## config.mk

```make
export PLATFORM = sky130hd
export DESIGN_NAME = lrmw_sequencer
export DESIGN_NICKNAME = d
export VERILOG_FILES = /design/src/logic/lrmw_pkg.sv /design/src/logic/lrmw_sync.sv /design/src/logic/lrmw_sequencer.sv
export SDC_FILE = /design/constraint.sdc
export NUM_CORES = 1
export LEC_CHECK = 0
export BUFFER_PORTS_ARGS = -buffer_cell sky130_fd_sc_hd__buf_4
export CAP_MARGIN = 20
export CELL_PAD_IN_SITES_DETAIL_PLACEMENT = 1
export CELL_PAD_IN_SITES_GLOBAL_PLACEMENT = 2
export CORE_MARGIN = 4
export CORE_UTILIZATION = 36
export DETAILED_ROUTE_END_ITERATION = 10
export PLACE_DENSITY_LB_ADDON = 0.1
export SYNTH_ARGS = -nofsm -noshare
export SYNTH_HDL_FRONTEND = slang
export SYNTH_SLANG_ARGS = --single-unit
```

## constraint.sdc

```tcl
create_clock -name mclk_in -period 7.6 [get_ports mclk_in]
set_input_delay 0.76 -clock mclk_in [delete_from_list [all_inputs] [get_ports mclk_in]]
set_output_delay 0.76 -clock mclk_in [all_outputs]
set_load 0.1 [all_outputs]
```

## src/logic/lrmw_pkg.sv

```systemverilog
// =====================================================================
// shared constants for the locked read-modify-write sequencer
// =====================================================================
package lrmw_pkg;

  // bus state machine: idle, read states, modify gap, write states
  typedef enum logic [3:0] {
    ST_IDLE = 4'h0,
    ST_S0 = 4'h1,
    ST_S1 = 4'h2,
    ST_S2 = 4'h3,
    ST_S3 = 4'h4,
    ST_S4 = 4'h5,
    ST_S5 = 4'h6,
    ST_MOD = 4'h7,
    ST_S6 = 4'h8,
    ST_S7 = 4'h9,
    ST_S8 = 4'hA,
    ST_S9 = 4'hB,
    ST_S10 = 4'hC,
    ST_S11 = 4'hD
  } lrmw_state_t;

  // space code selecting cpu space
  localparam logic [2:0] LRMW_SPACE_CPU = 3'h7;
  // cpu space type field position and values
  localparam int LRMW_TYPE_LSB = 16;
  localparam int LRMW_TYPE_MSB = 19;
  localparam logic [3:0] LRMW_TYPE_BKPT = 4'h0;
  localparam logic [3:0] LRMW_TYPE_MODULE = 4'h1;
  localparam logic [3:0] LRMW_TYPE_COPROC = 4'h2;
  localparam logic [3:0] LRMW_TYPE_IACK = 4'hF;

  // address widths of the two variants
  localparam int LRMW_ADDR_W_FULL = 32;
  localparam int LRMW_ADDR_W_REDUCED = 24;
  localparam int LRMW_DATA_W = 32;

  // synchroniser depth for pin inputs
  localparam int LRMW_SYNC_STAGES = 2;

  // values after reset
  localparam logic LRMW_RST_NEG = 1'b1;
  localparam logic [2:0] LRMW_RST_CNT = 3'h0;

endpackage : lrmw_pkg

```

## src/logic/lrmw_sync.sv

```systemverilog
`timescale 1ns/10ps
// =====================================================================
// two flip-flop synchroniser for pin inputs
// =====================================================================
module lrmw_sync
  import lrmw_pkg::*;
#(
  parameter int WIDTH = 1,
  parameter logic [WIDTH-1:0] RST_VAL = '0
) (
  // clock and reset
  input wire logic mclk_in,
  input wire logic arst_n_in,
  input wire logic ce_in,
  // data
  input wire logic [WIDTH-1:0] async_in,
  output logic [WIDTH-1:0] sync_out
);

  logic [WIDTH-1:0] meta;
  logic [WIDTH-1:0] next_meta;
  logic [WIDTH-1:0] next_sync;

  always_comb begin
    next_meta = ce_in ? async_in : meta;
    next_sync = ce_in ? meta : sync_out;
  end

  always_ff @(posedge mclk_in or negedge arst_n_in) begin
    if (!arst_n_in) begin
      meta <= RST_VAL;
      sync_out <= RST_VAL;
    end else begin
      meta <= next_meta;
      sync_out <= next_sync;
    end
  end

endmodule : lrmw_sync

```

## src/logic/lrmw_sequencer.sv

```systemverilog
`timescale 1ns/10ps
// How it works
// [RULE_01] first read S0 asserts lock, and on full variant both cycle-start strobes
// [RULE_02] S0 presents address, space code, size, and read level on read_write_n
// [RULE_03] address is 32 bits on full variant, 24 on reduced
// [RULE_04] S1 asserts address and data strobes, drops cycle-start strobes
// [RULE_05] full variant asserts buffer enable from S2 of each read
// [RULE_06] slave drives read data on lanes chosen by size and low address
// [RULE_07] acknowledge seen by end of S2 ends read with no wait states
// [RULE_08] no acknowledge by S3 inserts wait states, resampling every cycle
// [RULE_09] slave holds both acknowledge lines negated to force waits
// [RULE_10] read data captured at end of S4
// [RULE_11] S5 negates strobes and buffer enable; repeat reads; hold address
// [RULE_12] slave releases data and acknowledge within a clock after strobes drop
// [RULE_13] idle gap asserts nothing new; writes skipped when not needed
// [RULE_14] read level held until S6, data bus not driven before S8
// [RULE_15] S6 drives write level, may change address, asserts cycle-start strobes
// [RULE_16] S7 asserts address strobe and buffer enable, drops cycle-start strobes
// [RULE_17] write data driven in S8, data strobe asserted in S9
// [RULE_18] acknowledge by S8 ends write a clock later, else wait states
// [RULE_19] slave stores only selected lanes and acknowledges once stored
// [RULE_20] S11 negates strobes, holds address and data; repeat writes
// [RULE_21] space code 111 marks a cpu space cycle
// [RULE_22] cpu space type goes on address bits 19..16; four types valid
// [RULE_23] no bus grant while any part of the locked sequence runs
// [RULE_24] failed compare omits the write cycles
// [RULE_25] type 1111 is interrupt acknowledge
// [RULE_26] type 0010 is coprocessor communication
// [RULE_27] lock held continuously from first S0 until last cycle ends
module lrmw_sequencer
  import lrmw_pkg::*;
#(
  parameter bit FULL_VARIANT = 1'b1,
  // [RULE_03] address width per variant
  parameter int ADDR_W = FULL_VARIANT ? LRMW_ADDR_W_FULL : LRMW_ADDR_W_REDUCED,
  parameter int CNT_W = 3
) (
  // clock, reset, enable
  input wire logic mclk_in,
  input wire logic arst_n_in,
  input wire logic ce_in,
  // internal request side
  input wire logic start_in,
  input wire logic [ADDR_W-1:0] rd_addr_in,
  input wire logic [2:0] space_code_in,
  input wire logic [1:0] xfer_size_in,
  input wire logic [CNT_W-1:0] rd_count_in,
  input wire logic [CNT_W-1:0] wr_count_in,
  input wire logic mod_ready_in,
  input wire logic mod_write_in,
  input wire logic [ADDR_W-1:0] wr_addr_in,
  input wire logic [LRMW_DATA_W-1:0] wr_data_in,
  output logic busy_out,
  output logic done_out,
  output logic rd_valid_out,
  output logic [LRMW_DATA_W-1:0] rd_data_out,
  output logic wr_taken_out,
  output logic cpu_space_out,
  output logic iack_cycle_out,
  output logic coproc_cycle_out,
  output logic type_reserved_out,
  // external bus pins
  output logic [ADDR_W-1:0] addr_out,
  output logic [2:0] space_code_out,
  output logic [1:0] xfer_size_out,
  output logic read_write_n_out,
  output logic locked_cycle_n_out,
  output logic ext_cycle_start_n_out,
  output logic operand_cycle_start_n_out,
  output logic addr_strobe_n_out,
  output logic data_strobe_n_out,
  output logic buffer_enable_n_out,
  input wire logic [1:0] size_ack_n_in,
  input wire logic [LRMW_DATA_W-1:0] data_in,
  output logic [LRMW_DATA_W-1:0] data_out,
  output logic data_oe_out,
  // bus arbitration
  input wire logic bus_request_in,
  output logic bus_grant_out
);

  // ===================================================================
  // type decode
  // ===================================================================
  function automatic logic type_known(input logic [3:0] t);
    type_known = (t == LRMW_TYPE_BKPT) || (t == LRMW_TYPE_MODULE) ||
                 (t == LRMW_TYPE_COPROC) || (t == LRMW_TYPE_IACK);
  endfunction : type_known

  function automatic logic in_write(input lrmw_state_t s);
    in_write = (s >= ST_S6) && (s <= ST_S11);
  endfunction : in_write

  // ===================================================================
  // pin synchronisers
  // ===================================================================
  localparam int SYNC_W = LRMW_DATA_W + 3;
  logic [SYNC_W-1:0] pins_sync;
  logic [1:0] ack_sync_n;
  logic [LRMW_DATA_W-1:0] data_sync;
  logic breq_sync;
  logic ack_rec;

  lrmw_sync #(
    .WIDTH(SYNC_W),
    .RST_VAL({{(LRMW_DATA_W+1){1'b0}}, 2'b11})
  ) u_sync (
    .mclk_in(mclk_in),
    .arst_n_in(arst_n_in),
    .ce_in(ce_in),
    .async_in({bus_request_in, data_in, size_ack_n_in}),
    .sync_out(pins_sync)
  );

  assign ack_sync_n = pins_sync[1:0];
  assign data_sync = pins_sync[LRMW_DATA_W+1:2];
  assign breq_sync = pins_sync[SYNC_W-1];
  assign ack_rec = ~(&ack_sync_n);

  // ===================================================================
  // sequencer state
  // ===================================================================
  lrmw_state_t state, next_state;
  logic [CNT_W-1:0] rd_left, next_rd_left, wr_left, next_wr_left;
  logic granted, next_granted, accept;

  // requests wait while the bus is handed away
  assign accept = start_in && (state == ST_IDLE) && !granted && (rd_count_in != LRMW_RST_CNT);

  always_comb begin
    next_state = state;
    next_rd_left = rd_left;
    next_wr_left = wr_left;
    next_granted = granted;
    case (state)
      ST_IDLE: begin
        // [RULE_23] grant only outside sequence
        next_granted = breq_sync && (granted || !start_in);
        if (accept) begin
          next_state = ST_S0;
          next_rd_left = rd_count_in;
          next_wr_left = wr_count_in;
        end
      end
      ST_S0: next_state = ST_S1;
      ST_S1: next_state = ST_S2;
      // [RULE_07] early acknowledge, no waits
      ST_S2: next_state = ST_S3;
      ST_S3: begin
        // [RULE_08] wait until acknowledge
        if (ack_rec) begin
          next_state = ST_S4;
        end
      end
      ST_S4: next_state = ST_S5;
      ST_S5: begin
        // [RULE_11] further reads repeat S0..S5
        next_rd_left = CNT_W'(rd_left - 1'b1);
        next_state = (rd_left > CNT_W'(1)) ? ST_S0 : ST_MOD;
      end
      ST_MOD: begin
        // [RULE_13] gap waits for modify step
        // [RULE_24] failed compare skips writes
        if (mod_ready_in) begin
          next_state = (mod_write_in && (wr_left != LRMW_RST_CNT)) ? ST_S6 : ST_IDLE;
        end
      end
      ST_S6: next_state = ST_S7;
      ST_S7: next_state = ST_S8;
      ST_S8: next_state = ST_S9;
      ST_S9: begin
        // [RULE_18] wait states before S10
        if (ack_rec) begin
          next_state = ST_S10;
        end
      end
      ST_S10: next_state = ST_S11;
      ST_S11: begin
        // [RULE_20] further writes repeat S6..S11
        next_wr_left = CNT_W'(wr_left - 1'b1);
        next_state = (wr_left > CNT_W'(1)) ? ST_S6 : ST_IDLE;
      end
      default: next_state = ST_IDLE;
    endcase
  end

  always_ff @(posedge mclk_in or negedge arst_n_in) begin
    if (!arst_n_in) begin
      state <= ST_IDLE;
      rd_left <= LRMW_RST_CNT;
      wr_left <= LRMW_RST_CNT;
      granted <= 1'b0;
    end else if (ce_in) begin
      state <= next_state;
      rd_left <= next_rd_left;
      wr_left <= next_wr_left;
      granted <= next_granted;
    end
  end

  // ===================================================================
  // pin outputs, registered from next state
  // ===================================================================
  logic next_locked_n, next_ecs_n, next_as_n, next_ds_n, next_buffer_enable_n_n, next_rw_n, next_oe;
  logic [ADDR_W-1:0] next_addr;
  logic [2:0] next_space;
  logic [1:0] next_size;
  logic [LRMW_DATA_W-1:0] next_wdata, next_rdata;
  logic next_rd_valid, next_done, next_wr_taken;

  always_comb begin
    // [RULE_27] lock held for whole sequence
    next_locked_n = (next_state == ST_IDLE);
    // [RULE_01] cycle start in S0 and S6
    next_ecs_n = !(FULL_VARIANT && ((next_state == ST_S0) || (next_state == ST_S6)));
    // [RULE_04] strobes from S1, dropped in S5
    next_as_n = !(((next_state >= ST_S1) && (next_state <= ST_S4)) ||
                  ((next_state >= ST_S7) && (next_state <= ST_S10)));
    // [RULE_17] write data strobe from S9
    next_ds_n = !(((next_state >= ST_S1) && (next_state <= ST_S4)) ||
                  (next_state == ST_S9) || (next_state == ST_S10));
    // [RULE_16] S7 strobe and buffer enable
    // [RULE_05] buffers enabled from S2 and S7
    next_buffer_enable_n_n = !(FULL_VARIANT && (((next_state >= ST_S2) && (next_state <= ST_S4)) ||
                                     ((next_state >= ST_S7) && (next_state <= ST_S11))));
    // [RULE_14] read level until S6
    next_rw_n = !in_write(next_state);
    next_oe = (next_state >= ST_S8) && (next_state <= ST_S11);
    next_addr = addr_out;
    next_space = space_code_out;
    next_size = xfer_size_out;
    next_wdata = data_out;
    next_rdata = rd_data_out;
    next_rd_valid = 1'b0;
    next_wr_taken = 1'b0;
    next_done = (state != ST_IDLE) && (next_state == ST_IDLE);
    // [RULE_02] address, space and size valid in S0
    if (accept) begin
      next_addr = rd_addr_in;
      next_space = space_code_in;
      next_size = xfer_size_in;
    end
    // [RULE_15] address may change entering S6
    if (next_state == ST_S6) begin
      next_addr = wr_addr_in;
    end
    // [RULE_17] data driven from S8, held through S11
    if ((state == ST_S7) && (next_state == ST_S8)) begin
      next_wdata = wr_data_in;
      next_wr_taken = 1'b1;
    end
    // [RULE_10] capture at end of S4
    if (state == ST_S4) begin
      next_rdata = data_sync;
      next_rd_valid = 1'b1;
    end
  end

  always_ff @(posedge mclk_in or negedge arst_n_in) begin
    if (!arst_n_in) begin
      locked_cycle_n_out <= LRMW_RST_NEG;
      ext_cycle_start_n_out <= LRMW_RST_NEG;
      addr_strobe_n_out <= LRMW_RST_NEG;
      data_strobe_n_out <= LRMW_RST_NEG;
      buffer_enable_n_out <= LRMW_RST_NEG;
      read_write_n_out <= LRMW_RST_NEG;
      data_oe_out <= 1'b0;
      addr_out <= '0;
      space_code_out <= '0;
      xfer_size_out <= '0;
      data_out <= '0;
      rd_data_out <= '0;
      rd_valid_out <= 1'b0;
      wr_taken_out <= 1'b0;
      done_out <= 1'b0;
    end else if (ce_in) begin
      locked_cycle_n_out <= next_locked_n;
      ext_cycle_start_n_out <= next_ecs_n;
      addr_strobe_n_out <= next_as_n;
      data_strobe_n_out <= next_ds_n;
      buffer_enable_n_out <= next_buffer_enable_n_n;
      read_write_n_out <= next_rw_n;
      data_oe_out <= next_oe;
      addr_out <= next_addr;
      space_code_out <= next_space;
      xfer_size_out <= next_size;
      data_out <= next_wdata;
      rd_data_out <= next_rdata;
      rd_valid_out <= next_rd_valid;
      wr_taken_out <= next_wr_taken;
      done_out <= next_done;
    end
  end

  assign operand_cycle_start_n_out = ext_cycle_start_n_out;
  assign busy_out = (state != ST_IDLE);
  assign bus_grant_out = granted;

  // ===================================================================
  // cpu space classification
  // ===================================================================
  logic [3:0] cur_type;
  assign cur_type = addr_out[LRMW_TYPE_MSB:LRMW_TYPE_LSB];
  // [RULE_21] space code 111
  assign cpu_space_out = (space_code_out == LRMW_SPACE_CPU);
  // [RULE_25] interrupt acknowledge type
  assign iack_cycle_out = cpu_space_out && (cur_type == LRMW_TYPE_IACK);
  // [RULE_26] coprocessor type
  assign coproc_cycle_out = cpu_space_out && (cur_type == LRMW_TYPE_COPROC);
  // [RULE_22] other types reserved
  assign type_reserved_out = cpu_space_out && !type_known(cur_type);
endmodule : lrmw_sequencer

```

==> flow_summary.ini <==
[run_status]
outcome = complete, no violations

[critical_path]
worst_path_largest_cell_delay_ns = 0.77
end_kind = register
required_ns = 7.91
cp_max_fo = 23
crit_type = register to register
cp_slowest_cell = dfrtp_1
worst_ep_arrival_time_ns = 3.62
start_kind = register
crit_chain = and4b_1 > a221o_1 > or4b_4 > or3_1 > buf_8 > o221a_1

[sta]
fmax_mhz = 302
finClkSkew_ns = 0.0138
setup_ws_ns = 4.28
drv_slew = 0
final_hold_viol_count = 0
tns_ns = 0
fin_crit_sh = 0.436
period_needed_ns = 3.32
tightest_slew_ns = 0.877
max-slew-margin-rel = 0.415
setup_viol = 0
rsz0062_at_grt = false

[synthesis]
synth-edff-count = 0
synth-seq-cells = 192
synth_cells = 554
async_flop_share = 1.00
ys_warn_count = 0
yosys.area.top_type = dfrtp_1
synth.area.top_cells = dfrtp_1 (57%), mux2_2 (19%), o221a_1 (4.5%)
syn-cell-area_mm2 = 0.00793
synth_top_area_share = 0.574
yosys.cell_types.count = 60
syn_avg_cell_area_um2 = 14.3
ys.flop_type = dfrtp_1
yosysSeqAreaShare = 0.607
synth_fp_nets = 707

[floorplanning]
initial_core_util = 0.365
rows = 54
die_h_um = 156
die-area_mm2 = 0.0245
die_w_um = 156
core_mm2 = 0.0218
io_pins = 266

[clocking]
cts_buffers = 17
ctsRootBufferMaster = clkbuf_16
cts.clk_slew.worst_paths_ns = 0.08
postCtsHoldBufs = 0
htree_levels = 4
post_cts_buffers = 0
cts_sinks = 192
clock_path_buffers = 2
clock_latency_ns = 0.43
cts_resized = 0
cts_tree = done

[grt]
track_usage = 0.171
grt_pass1_vias = 6073
grt_pass1_wl_mm = 33.0
grt_max_degree = 104
grt_overflow = 0
antenna_found_initial = 0

[placement]
routabilityCongestion = 0.824
pre_cts_ws_ns = 4.14
place_hpwl_mm = 15.5
io_buffers = 265

[route]
ant_nets = 0
post_drt_wl_per_cell_um = 19.2
vias = 5551
drc = 0
dr.pass1.iters = 4
wl_mm = 21.3
drt-initial-drc-count = 173
via_per_inst = 5.01

[final_layout]
final_cell_mix = buf_4 (270), dfrtp_1 (182), mux2_2 (135)
nets = 967
area_growth_pct = 36.5
drive_gt1_frac = 0.593
antenna_cells = 0
layout_commonest_cell = buf_4

[min_path]
hp-class = input pin to asynchronous set/reset pin

[job]
cap_violations = 0
worst paths after layout:
kind,start,to,slack [ns],cells after the start
worst min register to register,wr_taken_out,wr_taken_out,0.48,1
min in group mclk_in,wr_taken_out,wr_taken_out,0.48,1
worst min-delay path,arst_n_in,data_out[12],0.38,1
worst max register to register,state[2],addr_out[26],4.28,6
worst max-delay path,state[2],addr_out[26],4.28,6
max in group asynchronous,arst_n_in,buffer_enable_n_out,5.82,3
layout make-up:
class | count | area [µm²]
fillers | 2253 | 10900
flip-flops and latches | 192 | 4820
multi-input cells | 317 | 2930
repair buffers | 275 | 2100
clock buffers | 18 | 429
well taps | 280 | 350
clock inverters | 14 | 161
inverters | 11 | 41.3
sequential cells by signal, summed over array words and instances (netlist names):
| name | cells |
|---|---|
| read_write_n_out | 1 |
| rd_data_out | 32 |
| u_sync.sync_out | 35 |
| data_out | 32 |
| data_oe_out | 1 |
| done_out | 1 |
| rd_valid_out | 1 |
| xfer_size_out | 2 |
| bus_grant_out | 1 |
| addr_strobe_n_out | 1 |
| ext_cycle_start_n_out | 1 |
| wr_left | 3 |
| space_code_out | 3 |
| wr_taken_out | 1 |
| state | 4 |
| data_strobe_n_out | 1 |
| rd_left | 3 |
| locked_cycle_n_out | 1 |
| addr_out | 32 |
| buffer_enable_n_out | 1 |
| u_sync.meta | 35 |
worst max-delay path: cells and delay by family, from the launching register on:
kind,cells,cell delay [ns]
compound gates,2,0.65
buf+inv,1,0.27
flops,1,0.77
simple gates,3,1.50
metal layers:
| layer | global-route usage | up-vias | part of all wire |
|---|---|---|---|
| met4 | 0.0492 | 0 | 0.013 |
| met5 | 0 | - | 0 |
| met3 | 0.0462 | 18 | 0.070 |
| met2 | 0.299 | 161 | 0.52 |
| li1 | - | 2552 | - |
| met1 | 0.209 | 2820 | 0.40 |
metrics by stage:
stage	utilization	hold slack [ns]	cells	area, µm²
after detailed placement	0.469	0.472	1073	10200
final	0.498	0.379	1107	10800
after CTS	0.496	0.429	1105	10800
after floorplan	-	0.464	554	7930
after global placement	0.468	0.476	1071	10200
after global routing	0.498	0.465	1107	10800
kinds of logic after synthesis:
family                     synth area share
AOI/OAI and AO/OA                    0.0891
xor gates and xnor gates            0.00221
adders and majority gates           0.00789
buffers and inverters                0.0260
DFF                                   0.607
muxes                                 0.199
and+or+nand+nor                      0.0685
cell usage after synthesis (6+ instances only):
master / number
inv_1: 10
o21ai_0: 7
nand2_1: 9
a21oi_1: 6
mux2_2: 135
nor2_1: 16
buf_2: 9
or2_2: 33
o221a_1: 32
dfstp_2: 10
clkbuf_1: 20
dfrtp_1: 182
Power is left out: the tool's default activity adds up to more than one toggle a clock period on the data nets, which glitch-free logic cannot reach.
